--- src/common/acrs_pkg.sv ---
// Purpose: Shared constants and types for the conversion/readout sequencer.
// Assumes: One 20 MHz clock; every time is turned into whole clock cycles here.
// Notes: Least times round up, longest times round down, none below one cycle.
package acrs_pkg;

  // Clock rate and counter width
  localparam int CLK_MHZ = 20;
  localparam int CW = 15;
  typedef logic [CW-1:0] acrs_cnt_t;

  // Least time in ns to cycles, rounded up, at least one
  function automatic int acrs_ceil_cyc(input int ns);
    int c;
    c = (ns * CLK_MHZ + 999) / 1000;
    return (c < 1) ? 1 : c;
  endfunction

  // Pin timing as specified
  localparam int T_ACQ_NS = 700;
  localparam int T_PH_START_NS = 25;
  localparam int T_PL_START_NS = 25;
  localparam int T_PH_RST_NS = 50;
  localparam int T_SU_RST_START_NS = 25;
  localparam int T_SKEW_MAX_US = 500;
  localparam int T_START_CS_NS = 10;
  localparam int T_CS_BUSY_NS = 40;
  localparam int T_BUSY_CS_NS = 0;
  localparam int T_CS_START_NS = 10;

  // Same times in clock cycles
  localparam acrs_cnt_t ACQ_CYC = acrs_cnt_t'(acrs_ceil_cyc(T_ACQ_NS));
  localparam acrs_cnt_t PH_CYC = acrs_cnt_t'(acrs_ceil_cyc(T_PH_START_NS));
  localparam acrs_cnt_t PL_CYC = acrs_cnt_t'(acrs_ceil_cyc(T_PL_START_NS));
  localparam acrs_cnt_t RST_CYC = acrs_cnt_t'(acrs_ceil_cyc(T_PH_RST_NS));
  localparam acrs_cnt_t RSTCN_CYC = acrs_cnt_t'(acrs_ceil_cyc(T_SU_RST_START_NS));
  localparam int SKEW_MAX_CYC = T_SKEW_MAX_US * CLK_MHZ;
  localparam acrs_cnt_t CNCS_CYC = acrs_cnt_t'(acrs_ceil_cyc(T_START_CS_NS));
  localparam acrs_cnt_t CSBSY_CYC = acrs_cnt_t'(acrs_ceil_cyc(T_CS_BUSY_NS));
  localparam acrs_cnt_t BSYCS_CYC = acrs_cnt_t'(acrs_ceil_cyc(T_BUSY_CS_NS));
  localparam acrs_cnt_t CSCN_CYC = acrs_cnt_t'(acrs_ceil_cyc(T_CS_START_NS));

  // Readout window and shortest conversion assumed
  localparam acrs_cnt_t READ_CYC = 15'h0010;
  localparam acrs_cnt_t CONV_MIN_CYC = 15'h0014;
  localparam logic DURING_OK = (PH_CYC + READ_CYC + CSBSY_CYC) <= CONV_MIN_CYC;

  // Sequencer states, one-hot
  typedef enum logic [6:0] {
    ST_RST = 7'h01,
    ST_REC = 7'h02,
    ST_IDLE = 7'h04,
    ST_CONV = 7'h08,
    ST_BUSY = 7'h10,
    ST_READ = 7'h20,
    ST_GAP = 7'h40
  } acrs_state_t;

  // Whole state of the sequencer
  typedef struct packed {
    acrs_state_t st;
    acrs_cnt_t cnt;
    acrs_cnt_t skew;
    logic a;
    logic b;
    logic rst;
    logic cs_n;
    logic rd_dur;
    logic seen;
    logic rdy;
    logic done;
    logic bsy1;
    logic bsy2;
    logic bsyp;
  } acrs_reg_t;

  // Whole state of the acquisition timer
  typedef struct packed {
    acrs_cnt_t left;
    logic done;
  } acrs_tmr_t;

endpackage

--- src/hw/acrs_host.sv ---
// Purpose: Host sequencer for conversion starts, converter reset and readout chip select.
// Assumes: Busy arrives from the pin and is synchronised; the converter never
//   finishes a conversion in fewer than CONV_MIN_CYC clocks.
// Notes: Readout itself (strobes, data) is done elsewhere while cs_n_o is low.
// Functional notes
// - Wait 0.7 us after busy falls
// - Start pulses high at least 25 ns
// - Start inputs low at least 25 ns
// - Reset pulse high at least 50 ns
// - 25 ns from reset release to start
// - Second start within 500 us of first
// - Chip select 10 ns after start edge
// - During-conversion read ends 40 ns before busy falls
// - After-conversion read waits for busy fall
// - Chip select high 10 ns before next start
`timescale 1ns/10ps
module acrs_host #(
  parameter int MAX_SKEW_CYC = acrs_pkg::SKEW_MAX_CYC
) (
  // Clock and reset
  input wire logic mclk_i,
  input wire logic rst_i,
  // User requests
  input wire logic conv_req_i,
  input wire logic reset_req_i,
  input wire logic read_during_i,
  input wire acrs_pkg::acrs_cnt_t stagger_i,
  // User status
  output logic ready_o,
  output logic done_o,
  output logic busy_o,
  // Converter pins
  input wire logic busy_pin_i,
  output logic start_group_a_o,
  output logic start_group_b_o,
  output logic conv_reset_o,
  output logic cs_n_o
);
  import acrs_pkg::*;

  acrs_reg_t q, d;
  logic acq_done;
  logic busy_fall;
  acrs_cnt_t nxt;
  acrs_cnt_t skew_lim;

  // Busy fall seen after two synchroniser stages
  assign busy_fall = q.bsyp & ~q.bsy2;
  assign nxt = q.cnt + 15'h0001;
  assign skew_lim = (stagger_i > acrs_cnt_t'(MAX_SKEW_CYC)) ?
                    acrs_cnt_t'(MAX_SKEW_CYC) : stagger_i;

  // Acquisition wait starts at every busy fall
  acrs_timer u_acq (
    .mclk_i(mclk_i),
    .rst_i(rst_i),
    .load_i(busy_fall),
    .value_i(ACQ_CYC),
    .done_o(acq_done)
  );

  // Next state
  always_comb begin
    d = q;
    d.bsy1 = busy_pin_i;
    d.bsy2 = q.bsy1;
    d.bsyp = q.bsy2;
    d.done = 1'b0;
    d.rdy = 1'b0;
    case (q.st)
      ST_RST: begin
        d.rst = 1'b1;
        d.cnt = nxt;
        if (nxt >= RST_CYC) begin
          d.st = ST_REC;
          d.rst = 1'b0;
          d.cnt = 15'h0000;
        end
      end
      ST_REC: begin
        d.cnt = nxt;
        if (nxt >= RSTCN_CYC) begin
          d.st = ST_IDLE;
          d.rdy = acq_done;
        end
      end
      ST_IDLE: begin
        d.rdy = acq_done;
        if (reset_req_i) begin
          d.st = ST_RST;
          d.rst = 1'b1;
          d.rdy = 1'b0;
          d.cnt = 15'h0000;
        end else if (conv_req_i && acq_done) begin
          d.st = ST_CONV;
          d.rdy = 1'b0;
          d.cnt = 15'h0000;
          d.skew = skew_lim;
          d.a = 1'b1;
          d.b = (skew_lim == 15'h0000);
          d.rd_dur = read_during_i & DURING_OK;
        end
      end
      ST_CONV: begin
        // Group a rises first unless the stagger is zero, group b follows after the stagger
        d.cnt = nxt;
        d.a = nxt < PH_CYC;
        d.b = (nxt >= q.skew) && (nxt < q.skew + PH_CYC);
        if (nxt >= q.skew + PH_CYC) begin
          d.st = ST_BUSY;
          d.cnt = 15'h0000;
          d.seen = 1'b0;
          d.cs_n = ~q.rd_dur;
        end
      end
      ST_BUSY: begin
        // Optional readout of earlier results while converting
        d.cnt = nxt;
        d.cs_n = ~(q.rd_dur && (nxt < READ_CYC));
        if (q.bsy2) begin
          d.seen = 1'b1;
        end
        if (busy_fall && q.seen) begin
          d.cnt = 15'h0000;
          d.cs_n = ~(~q.rd_dur);
          d.st = q.rd_dur ? ST_GAP : ST_READ;
        end
      end
      ST_READ: begin
        d.cnt = nxt;
        if (nxt >= READ_CYC) begin
          d.cs_n = 1'b1;
          d.st = ST_GAP;
          d.cnt = 15'h0000;
        end
      end
      ST_GAP: begin
        d.cnt = nxt;
        if (nxt >= CSCN_CYC) begin
          d.st = ST_IDLE;
          d.done = 1'b1;
        end
      end
      default: begin
        d.st = ST_RST;
        d.cnt = 15'h0000;
        d.rst = 1'b1;
        d.a = 1'b0;
        d.b = 1'b0;
        d.cs_n = 1'b1;
      end
    endcase
  end

  // State register; converter held in reset after our own reset
  always_ff @(posedge mclk_i or posedge rst_i) begin
    if (rst_i) begin
      q <= '{st: ST_RST, cnt: 15'h0000, skew: 15'h0000, a: 1'b0, b: 1'b0,
             rst: 1'b1, cs_n: 1'b1, rd_dur: 1'b0, seen: 1'b0, rdy: 1'b0,
             done: 1'b0, bsy1: 1'b0, bsy2: 1'b0, bsyp: 1'b0};
    end else begin
      q <= d;
    end
  end

  // Outputs straight from the state register
  assign start_group_a_o = q.a;
  assign start_group_b_o = q.b;
  assign conv_reset_o = q.rst;
  assign cs_n_o = q.cs_n;
  assign ready_o = q.rdy;
  assign done_o = q.done;
  assign busy_o = q.bsy2;

  // Checking helpers: cycles since busy fall and since first start edge
  acrs_cnt_t chk_acq_q;
  acrs_cnt_t chk_skew_q;
  logic chk_pend_q;
  acrs_cnt_t chk_ta_q;
  acrs_cnt_t chk_tb_q;
  acrs_cnt_t chk_tr_q;

  // Saturating count of cycles a pin has stood at its level
  function automatic acrs_cnt_t stand_inc(input acrs_cnt_t v);
    return (v == 15'h7fff) ? v : v + 15'h0001;
  endfunction

  // Level age of start and reset pins; long ago at reset
  always_ff @(posedge mclk_i or posedge rst_i) begin
    if (rst_i) begin
      chk_ta_q <= 15'h7fff;
      chk_tb_q <= 15'h7fff;
      chk_tr_q <= 15'h7fff;
    end else begin
      chk_ta_q <= (d.a != q.a) ? 15'h0001 : stand_inc(chk_ta_q);
      chk_tb_q <= (d.b != q.b) ? 15'h0001 : stand_inc(chk_tb_q);
      chk_tr_q <= (d.rst != q.rst) ? 15'h0001 : stand_inc(chk_tr_q);
    end
  end
  always_ff @(posedge mclk_i or posedge rst_i) begin
    if (rst_i) begin
      chk_acq_q <= 15'h7fff;
      chk_skew_q <= 15'h0000;
      chk_pend_q <= 1'b0;
    end else begin
      chk_acq_q <= busy_fall ? 15'h0001 :
                   (chk_acq_q == 15'h7fff) ? chk_acq_q : chk_acq_q + 15'h0001;
      chk_pend_q <= (q.a & ~q.b & ~chk_pend_q) | (chk_pend_q & ~q.b);
      chk_skew_q <= chk_pend_q ? chk_skew_q + 15'h0001 : 15'h0000;
    end
  end
endmodule

--- src/hw/acrs_timer.sv ---
// Purpose: Down counter that flags when a loaded wait has run out.
// Assumes: Load and value come from logic on the same clock.
// Notes: Done is high from reset until the first load.
`timescale 1ns/10ps
module acrs_timer (
  // Clock and reset
  input wire logic mclk_i,
  input wire logic rst_i,
  // Load request
  input wire logic load_i,
  input wire acrs_pkg::acrs_cnt_t value_i,
  // Expiry
  output logic done_o
);
  import acrs_pkg::*;

  acrs_tmr_t q, d;

  // Count down, reload wins
  always_comb begin
    d = q;
    if (load_i) begin
      d.left = value_i;
      d.done = 1'b0;
    end else if (q.left > 15'h0001) begin
      d.left = q.left - 15'h0001;
    end else begin
      d.left = 15'h0000;
      d.done = 1'b1;
    end
  end

  // State register
  always_ff @(posedge mclk_i or posedge rst_i) begin
    if (rst_i) begin
      q <= '{left: 15'h0000, done: 1'b1};
    end else begin
      q <= d;
    end
  end

  assign done_o = q.done;

endmodule

--- config.mk ---
export PLATFORM = sky130hd
export DESIGN_NAME = acrs_host
export DESIGN_NICKNAME = d
export VERILOG_FILES = /design/src/common/acrs_pkg.sv /design/src/hw/acrs_host.sv /design/src/hw/acrs_timer.sv
export SDC_FILE = /design/constraint.sdc
export NUM_CORES = 1
export LEC_CHECK = 0
export BUFFER_PORTS_ARGS = -buffer_cell sky130_fd_sc_hd__buf_2
export CORE_UTILIZATION = 55
export DETAILED_ROUTE_END_ITERATION = 12
export GPL_TIMING_DRIVEN = 0
export PLACE_DENSITY = 0.73
export SLEW_MARGIN = 5
export SYNTH_ARGS = -nofsm -noshare
export SYNTH_HDL_FRONTEND = slang
export SYNTH_SLANG_ARGS = --single-unit
--- constraint.sdc ---
create_clock -name mclk_i -period 4.77 [get_ports mclk_i]
set_input_delay 0.954 -clock mclk_i [delete_from_list [all_inputs] [get_ports mclk_i]]
set_output_delay 0.954 -clock mclk_i [all_outputs]
set_load 0.05 [all_outputs]
======== Word-level counts from Yosys, hierarchy flattened ========
Cells that the tools add are included.
word-level totals
  output and inout bits ................... 7
  flip-flop bits (word level) ............. 64
  input bits .............................. 21
  logic and storage cells ................. 101
operators by class
  $lt $le $gt $ge ......................... 9
  reduce and logical (&&, ||, !) cells .... 16
  add/sub/neg operators ................... 3
  eq/ne operators ......................... 18
  bitwise logic cells ..................... 8
  muxes and demuxes ....................... 31
operators with widths
  kind                     number
  $pmux W22 S6             1
  $mux W22                 5
  $mux W39                 1
  $add A15 B1 Y15 const B  2
  $ge A15 B15 Y1           2
  $mux W15                 2
  $ne A2 B2 Y1 const B     9
  $mux W16                 1
  $ge A15 B1 Y1 const B    1
  $ge A15 B5 Y1 const B    1
  $gt A15 B1 Y1 const B    1
  $gt A15 B14 Y1 const B   1
  $logic_not A15 Y1        1
  $lt A15 B1 Y1 const B    1
  $lt A15 B15 Y1           1
  $lt A15 B5 Y1 const B    1
  $sub A15 B1 Y15 const B  1
  $mux W7                  2
  $mux W1                  13
  $reduce_and A3 Y1        4
  $reduce_or A5 Y1         2
  $eq A7 B1 Y1 const B     1
  $eq A7 B2 Y1 const B     1
  $eq A7 B3 Y1 const B     1
  19 further kinds         29

======== Logic depth before layout (Yosys ltp) ========
  depth in word-level cells ............... 6
  mapped depth ............................ 15
  mapped depth without buffers ............ 13

======== Modules after synthesis ========
Synthesis repeated with hierarchy kept, for this count alone.
second synthesis, totals
  cells, all modules ...................... 505
  area total of the unflattened synthesis .. 4546.9 µm²
modules (own cells, without submodules)
  module      instances  cells an instance  seq. area each (µm²)  area each (µm²)
  acrs_host   1          411                1204.9                3570.9
  acrs_timer  1          94                 401.6                 975.9

======== Worst setup path after synthesis ========
Ideal clock, no wire load.
  kind .................................... reg-to-reg
  start point ............................. reg q[26] (netlist name)
  end point ............................... reg q (netlist bit cs_n_o)
  required time ........................... 4.685 ns
  period minus slack after synthesis ...... 3.387 ns
  setup slack ............................. 1.383 ns
  setup time .............................. 0.085 ns
  arrival time ............................ 3.302 ns
  buffers on the path ..................... 0
  stages on the path, launching flop included .. 13
  cell sequence ........................... dfrtp_1 > ha_1 > and3_1 > nand3_1 > xnor2_1 > ha_1 > nand4_1 > or4b_4 > nor4b_4 > a211oi_2 > and2_4 > nor4_4 > mux2_1
on the way
  cells in the longest elaborated chain, start to end .. 6
  elaborated cells on any way between the ends .. 11
  classes of those cells .................. add/sub: 1; order compare: 3; eq/ne: 2; mux: 2; bitwise: 1; reduce/logical: 2
ends and longest elaborated chain
  item                    line              RTL
  start, declared         acrs_host.sv:41   acrs_reg_t q, d;
  start signal, assigned  acrs_host.sv:158  q <= '{st: ST_RST, cnt: 15'h0000, skew: 15'h0000, a: 1'b0, b: 1'b0,
  $add A15 B1 Y15 *       acrs_host.sv:49   assign nxt = q.cnt + 15'h0001;
  $lt A15 B5 Y1           acrs_host.sv:119  d.cs_n = ~(q.rd_dur && (nxt < READ_CYC));
  $logic_and A1 B1 Y1     acrs_host.sv:119
  $not A1 Y1              acrs_host.sv:119
  $mux W1                 acrs_host.sv:123  if (busy_fall && q.seen) begin
  $pmux W1 S4             acrs_host.sv:70   case (q.st)
Every way passes the cells marked *; elsewhere a longest branch is shown, timed or not.
A chain may end at the register's enable or synchronous reset.

======== Final worst setup path ========
  start point ............................. reg q[26] (netlist name)
  end point ............................... reg q[31] (netlist name)
on the way
  cells in the longest elaborated chain, start to end .. 4
  elaborated cells on any way between the ends .. 9
  classes of those cells .................. add/sub: 1; order compare: 3; mux: 5
ends and longest elaborated chain
  item                                   line                                                 RTL
  $add A15 B1 Y15 *                      acrs_host.sv:49
  $ge A15 B5 Y1 (tied with other cells)  acrs_host.sv:131                                     if (nxt >= READ_CYC) begin
  $mux W22, on equally long branches     acrs_host.sv:131, acrs_host.sv:74, acrs_host.sv:109
  $pmux W22 S6 *                         acrs_host.sv:70
Every way passes the cells marked *; elsewhere a longest branch is shown, timed or not. The select of a mux whose other input is x is not followed.

==> impl_metrics.yaml <==
grt:
  grt_antenna_before_repair: 0
  grt_pass1_wl_um: 17300
  grt_max_degree: 65
  globalRouteOverflowTotal: 0
  grt_pass1_vias: 3649
  grt_usage_pct: 26.4
floorplanning:
  ioPinCount: 28
  coreArea_um2: 7810
  die_area_um2: 8480
  die_w_um: 92.1
  fp-row-count: 32
  die-height_um: 92.1
  initial_core_util_pct: 57.2
sta:
  hold_violations: 0
  tightest_slew_ns: 0.783
  fmax_mhz: 257
  setup_viol_count_final: 0
  maxSlewHeadroom_pct: 47.8
  fin_crit_sh_pct: 81.5
  setup_slack_ns: 0.883
  slew_viol_final: 0
  fin_skew_ns: 0.00612
  rsz0062_at_grt: "no"
  fin_crit_ns: 3.89
  finalSetupTns_ns: 0
final_layout:
  n_antenna_cell: 0
  regArea_um2: 1610
  multi_input_area_um2: 2640
  final_cell_mix: "dfrtp_1, nor2_1, nand2_1"
  largest_reg_flops: 40
  regMostFlops: "q"
  layout-drive-gt1-share_pct: 14.0
  top_regs: "q x40, u_acq.q x15"
  final_common_cell: "dfrtp_1"
  area_growth_syn_to_layout_pct: 10.5
  fin_util_pct: 63.2
  fillers: 680
  nets: 590
run:
  drv_cap: 0
hold_path:
  hp-class: "flop to flop"
routing:
  drt_iter0_markers: 174
  wire_per_inst_um: 15.5
  drc: 0
  firstDrtPassIters: 5
  postRouteAntennaNets: 0
  avgViaCountPerCell: 5.83
  vias: 3763
  finalWirelength_um: 10000
cts:
  cts-root-buf: "clkbuf_8"
  cts_tree: "done"
  cts_sinks: 64
  clk_pin_slew_ns: 0.08
  ctsHoldBuffers: 0
  worstSkewPairLatency_ns: 0.36
  cts_setup_buffers: 0
  post_cts_resized: 0
  cts_buffers: 9
  clockBufferDepth: 2
  h-tree-depth: 3
pwr:
  power_frac_seq_pct: 36.5
  power.leakage_uw: 0.00235
  pwr-share-clk_pct: 23.9
  combinationalPowerShare_pct: 39.5
  internal_power_uw: 1230
  switching_share_pct: 40.2
  power_density_nw_per_um2: 416
  p_sw_uw: 825
  ir_worst_vdd_mv: 0.183
yosys:
  async_flop_share_pct: 100
  yosys.area.top_type_share_pct: 33.6
  synth.area.mux_share_pct: 0.729
  yosys_warnings: 0
  synth_compound_area_share_pct: 15.6
  synth_cells: 501
  syn-num-nets: 552
  synth_xor_xnor_area_share_pct: 8.41
  synth_top_cells_by_area: "dfrtp_1, ha_1, xnor2_1, o21ai_0, nor2_1"
  synth-edff-count: 0
  synth_fa_ha_area_share_pct: 8.86
  synth_top_family_by_area: "simple AND/OR/NAND/NOR gates"
  yosysTopAreaCell: "dfrtp_1"
  ys.flop_type: "dfrtp_1"
  syn_area_um2: 4460
  syn_area_per_cell_um2: 8.91
  synth.distinct_cells: 71
  ys_seq_elements: 64
  yosysSeqAreaShare_pct: 36.0
  yosys.area_share.simple_pct: 25.4
status:
  status: "complete, no violations"
place:
  hpwl_um: 7780
  dp_slack_ns: 0.963
  place.gp.congestion: 0.907
  numPortBuffers: 27
worst_setup_path:
  critPathKind: "flop to flop"
  worstPathMaxFanout: 10
  crit_chain: "ha_1 -> and3_1 -> nand3_1 -> xnor2_1 -> ha_1 -> nand4_1 -> or4b_4 -> nor4b_4 -> a211oi_2 -> a211oi_4 -> buf_6 -> a21oi_1 -> a21o_1"
  crit_required_ns: 5.02
  slowest_stage: "dfrtp_1"
  critPathCaptureType: "flop"
  crit_top_cell: "ha_1"
  cp_top_family: "simple AND/OR/NAND/NOR gates"
  cp_slowest_stage_delay_ns: 0.51
  cp_data_arrival_time_ns: 4.14
  path_buf_inv: 1
  startpoint_type: "flop"
==> stage by stage <==
| stage | hold slack (ns) | instances | cell area, um^2 | total power [uW] |
|---|---|---|---|---|
| 5_1_grt | 0.382 | 646 | 4930 | 2200 |
| 6_report | 0.361 | 646 | 4930 | 2050 |
| 3_5_place_dp | 0.343 | 630 | 4730 | 1570 |
| 3_3_place_gp | 0.334 | 630 | 4730 | 1540 |
| 4_1_cts | 0.368 | 646 | 4930 | 2060 |
| 2_1_floorplan | 0.331 | 501 | 4460 | 1380 |
==> synth_stat cells, types with 4 or more instances <==
| master | count |
|---|---|
| and3_1 | 8 |
| xor2_1 | 10 |
| inv_1 | 33 |
| nor2b_1 | 4 |
| nand4_1 | 12 |
| nand2b_1 | 7 |
| nand3_1 | 10 |
| dfstp_2 | 4 |
| xnor2_1 | 31 |
| or2_2 | 5 |
| or3_1 | 4 |
| buf_6 | 4 |
| nor2_1 | 46 |
| nor3_1 | 17 |
| nor4_1 | 8 |
| a21o_1 | 9 |
| o22ai_1 | 11 |
| o21ai_0 | 40 |
| clkbuf_1 | 11 |
| ha_1 | 30 |
| nand2_1 | 45 |
| a21oi_1 | 17 |
| dfrtp_1 | 60 |
| or4_1 | 5 |
==> power groups by stage <==
stage | combinational (uW) | sequential (uW) | clock (uW)
after floorplan | 595 | 784 | 0
after global placement | 782 | 755 | 0
after detailed placement | 809 | 760 | 0
after CTS | 814 | 749 | 496
after global routing | 912 | 767 | 519
final | 811 | 750 | 491
==> cells by family (layout without fill, tap and decap cells) <==
family | count (synthesis) | in the layout
AO/OA/AOI/OAI | 109 | 109
XOR/XNOR | 42 | 42
adder cells (fa/ha/maj) | 32 | 32
buffers and inverters | 50 | 93
flip-flops | 64 | 64
multiplexers | 3 | 3
AND/OR/NAND/NOR | 201 | 201
==> layer usage <==
layer / track usage (%) / share of wire (%) / up-vias
li1: - / - / 1869
met1: 34.1 / 45 / 1786
met2: 42.8 / 47 / 86
met3: 5.06 / 4.6 / 22
met4: 11.8 / 2.7 / 0
met5: 0 / 0 / -
==> final timing paths <==
check | from | end | slack, ns | cells after the start
setup / recovery | q[26]$_DFFE_PP0N_ | q[31]$_DFFE_PP0N_ | 0.88 | 13
hold / removal | d[1]$_DFF_PP0_ | busy_o$_DFF_PP0_ | 0.36 | 0
setup reg to reg | q[26]$_DFFE_PP0N_ | q[31]$_DFFE_PP0N_ | 0.88 | 13
hold reg to reg | d[1]$_DFF_PP0_ | busy_o$_DFF_PP0_ | 0.36 | 0
max in group asynchronous | rst_i | q[20]$_DFFE_PP0P_ | 3.51 | 2
min in group asynchronous | rst_i | q[38]$_DFFE_PP0N_ | 0.73 | 2
==> layout make-up <==
type / count / share of cell area [%]
inverter: 33 / 2.56
buffer: 17 / 2.00
multi-input combinational: 387 / 53.4
clock inverter: 7 / 1.60
clock buffer: 9 / 2.51
tap: 102 / 2.59
sequential: 64 / 32.6
timing repair buffer: 27 / 2.74
No activity file was read; power rests on OpenSTA's default activity.
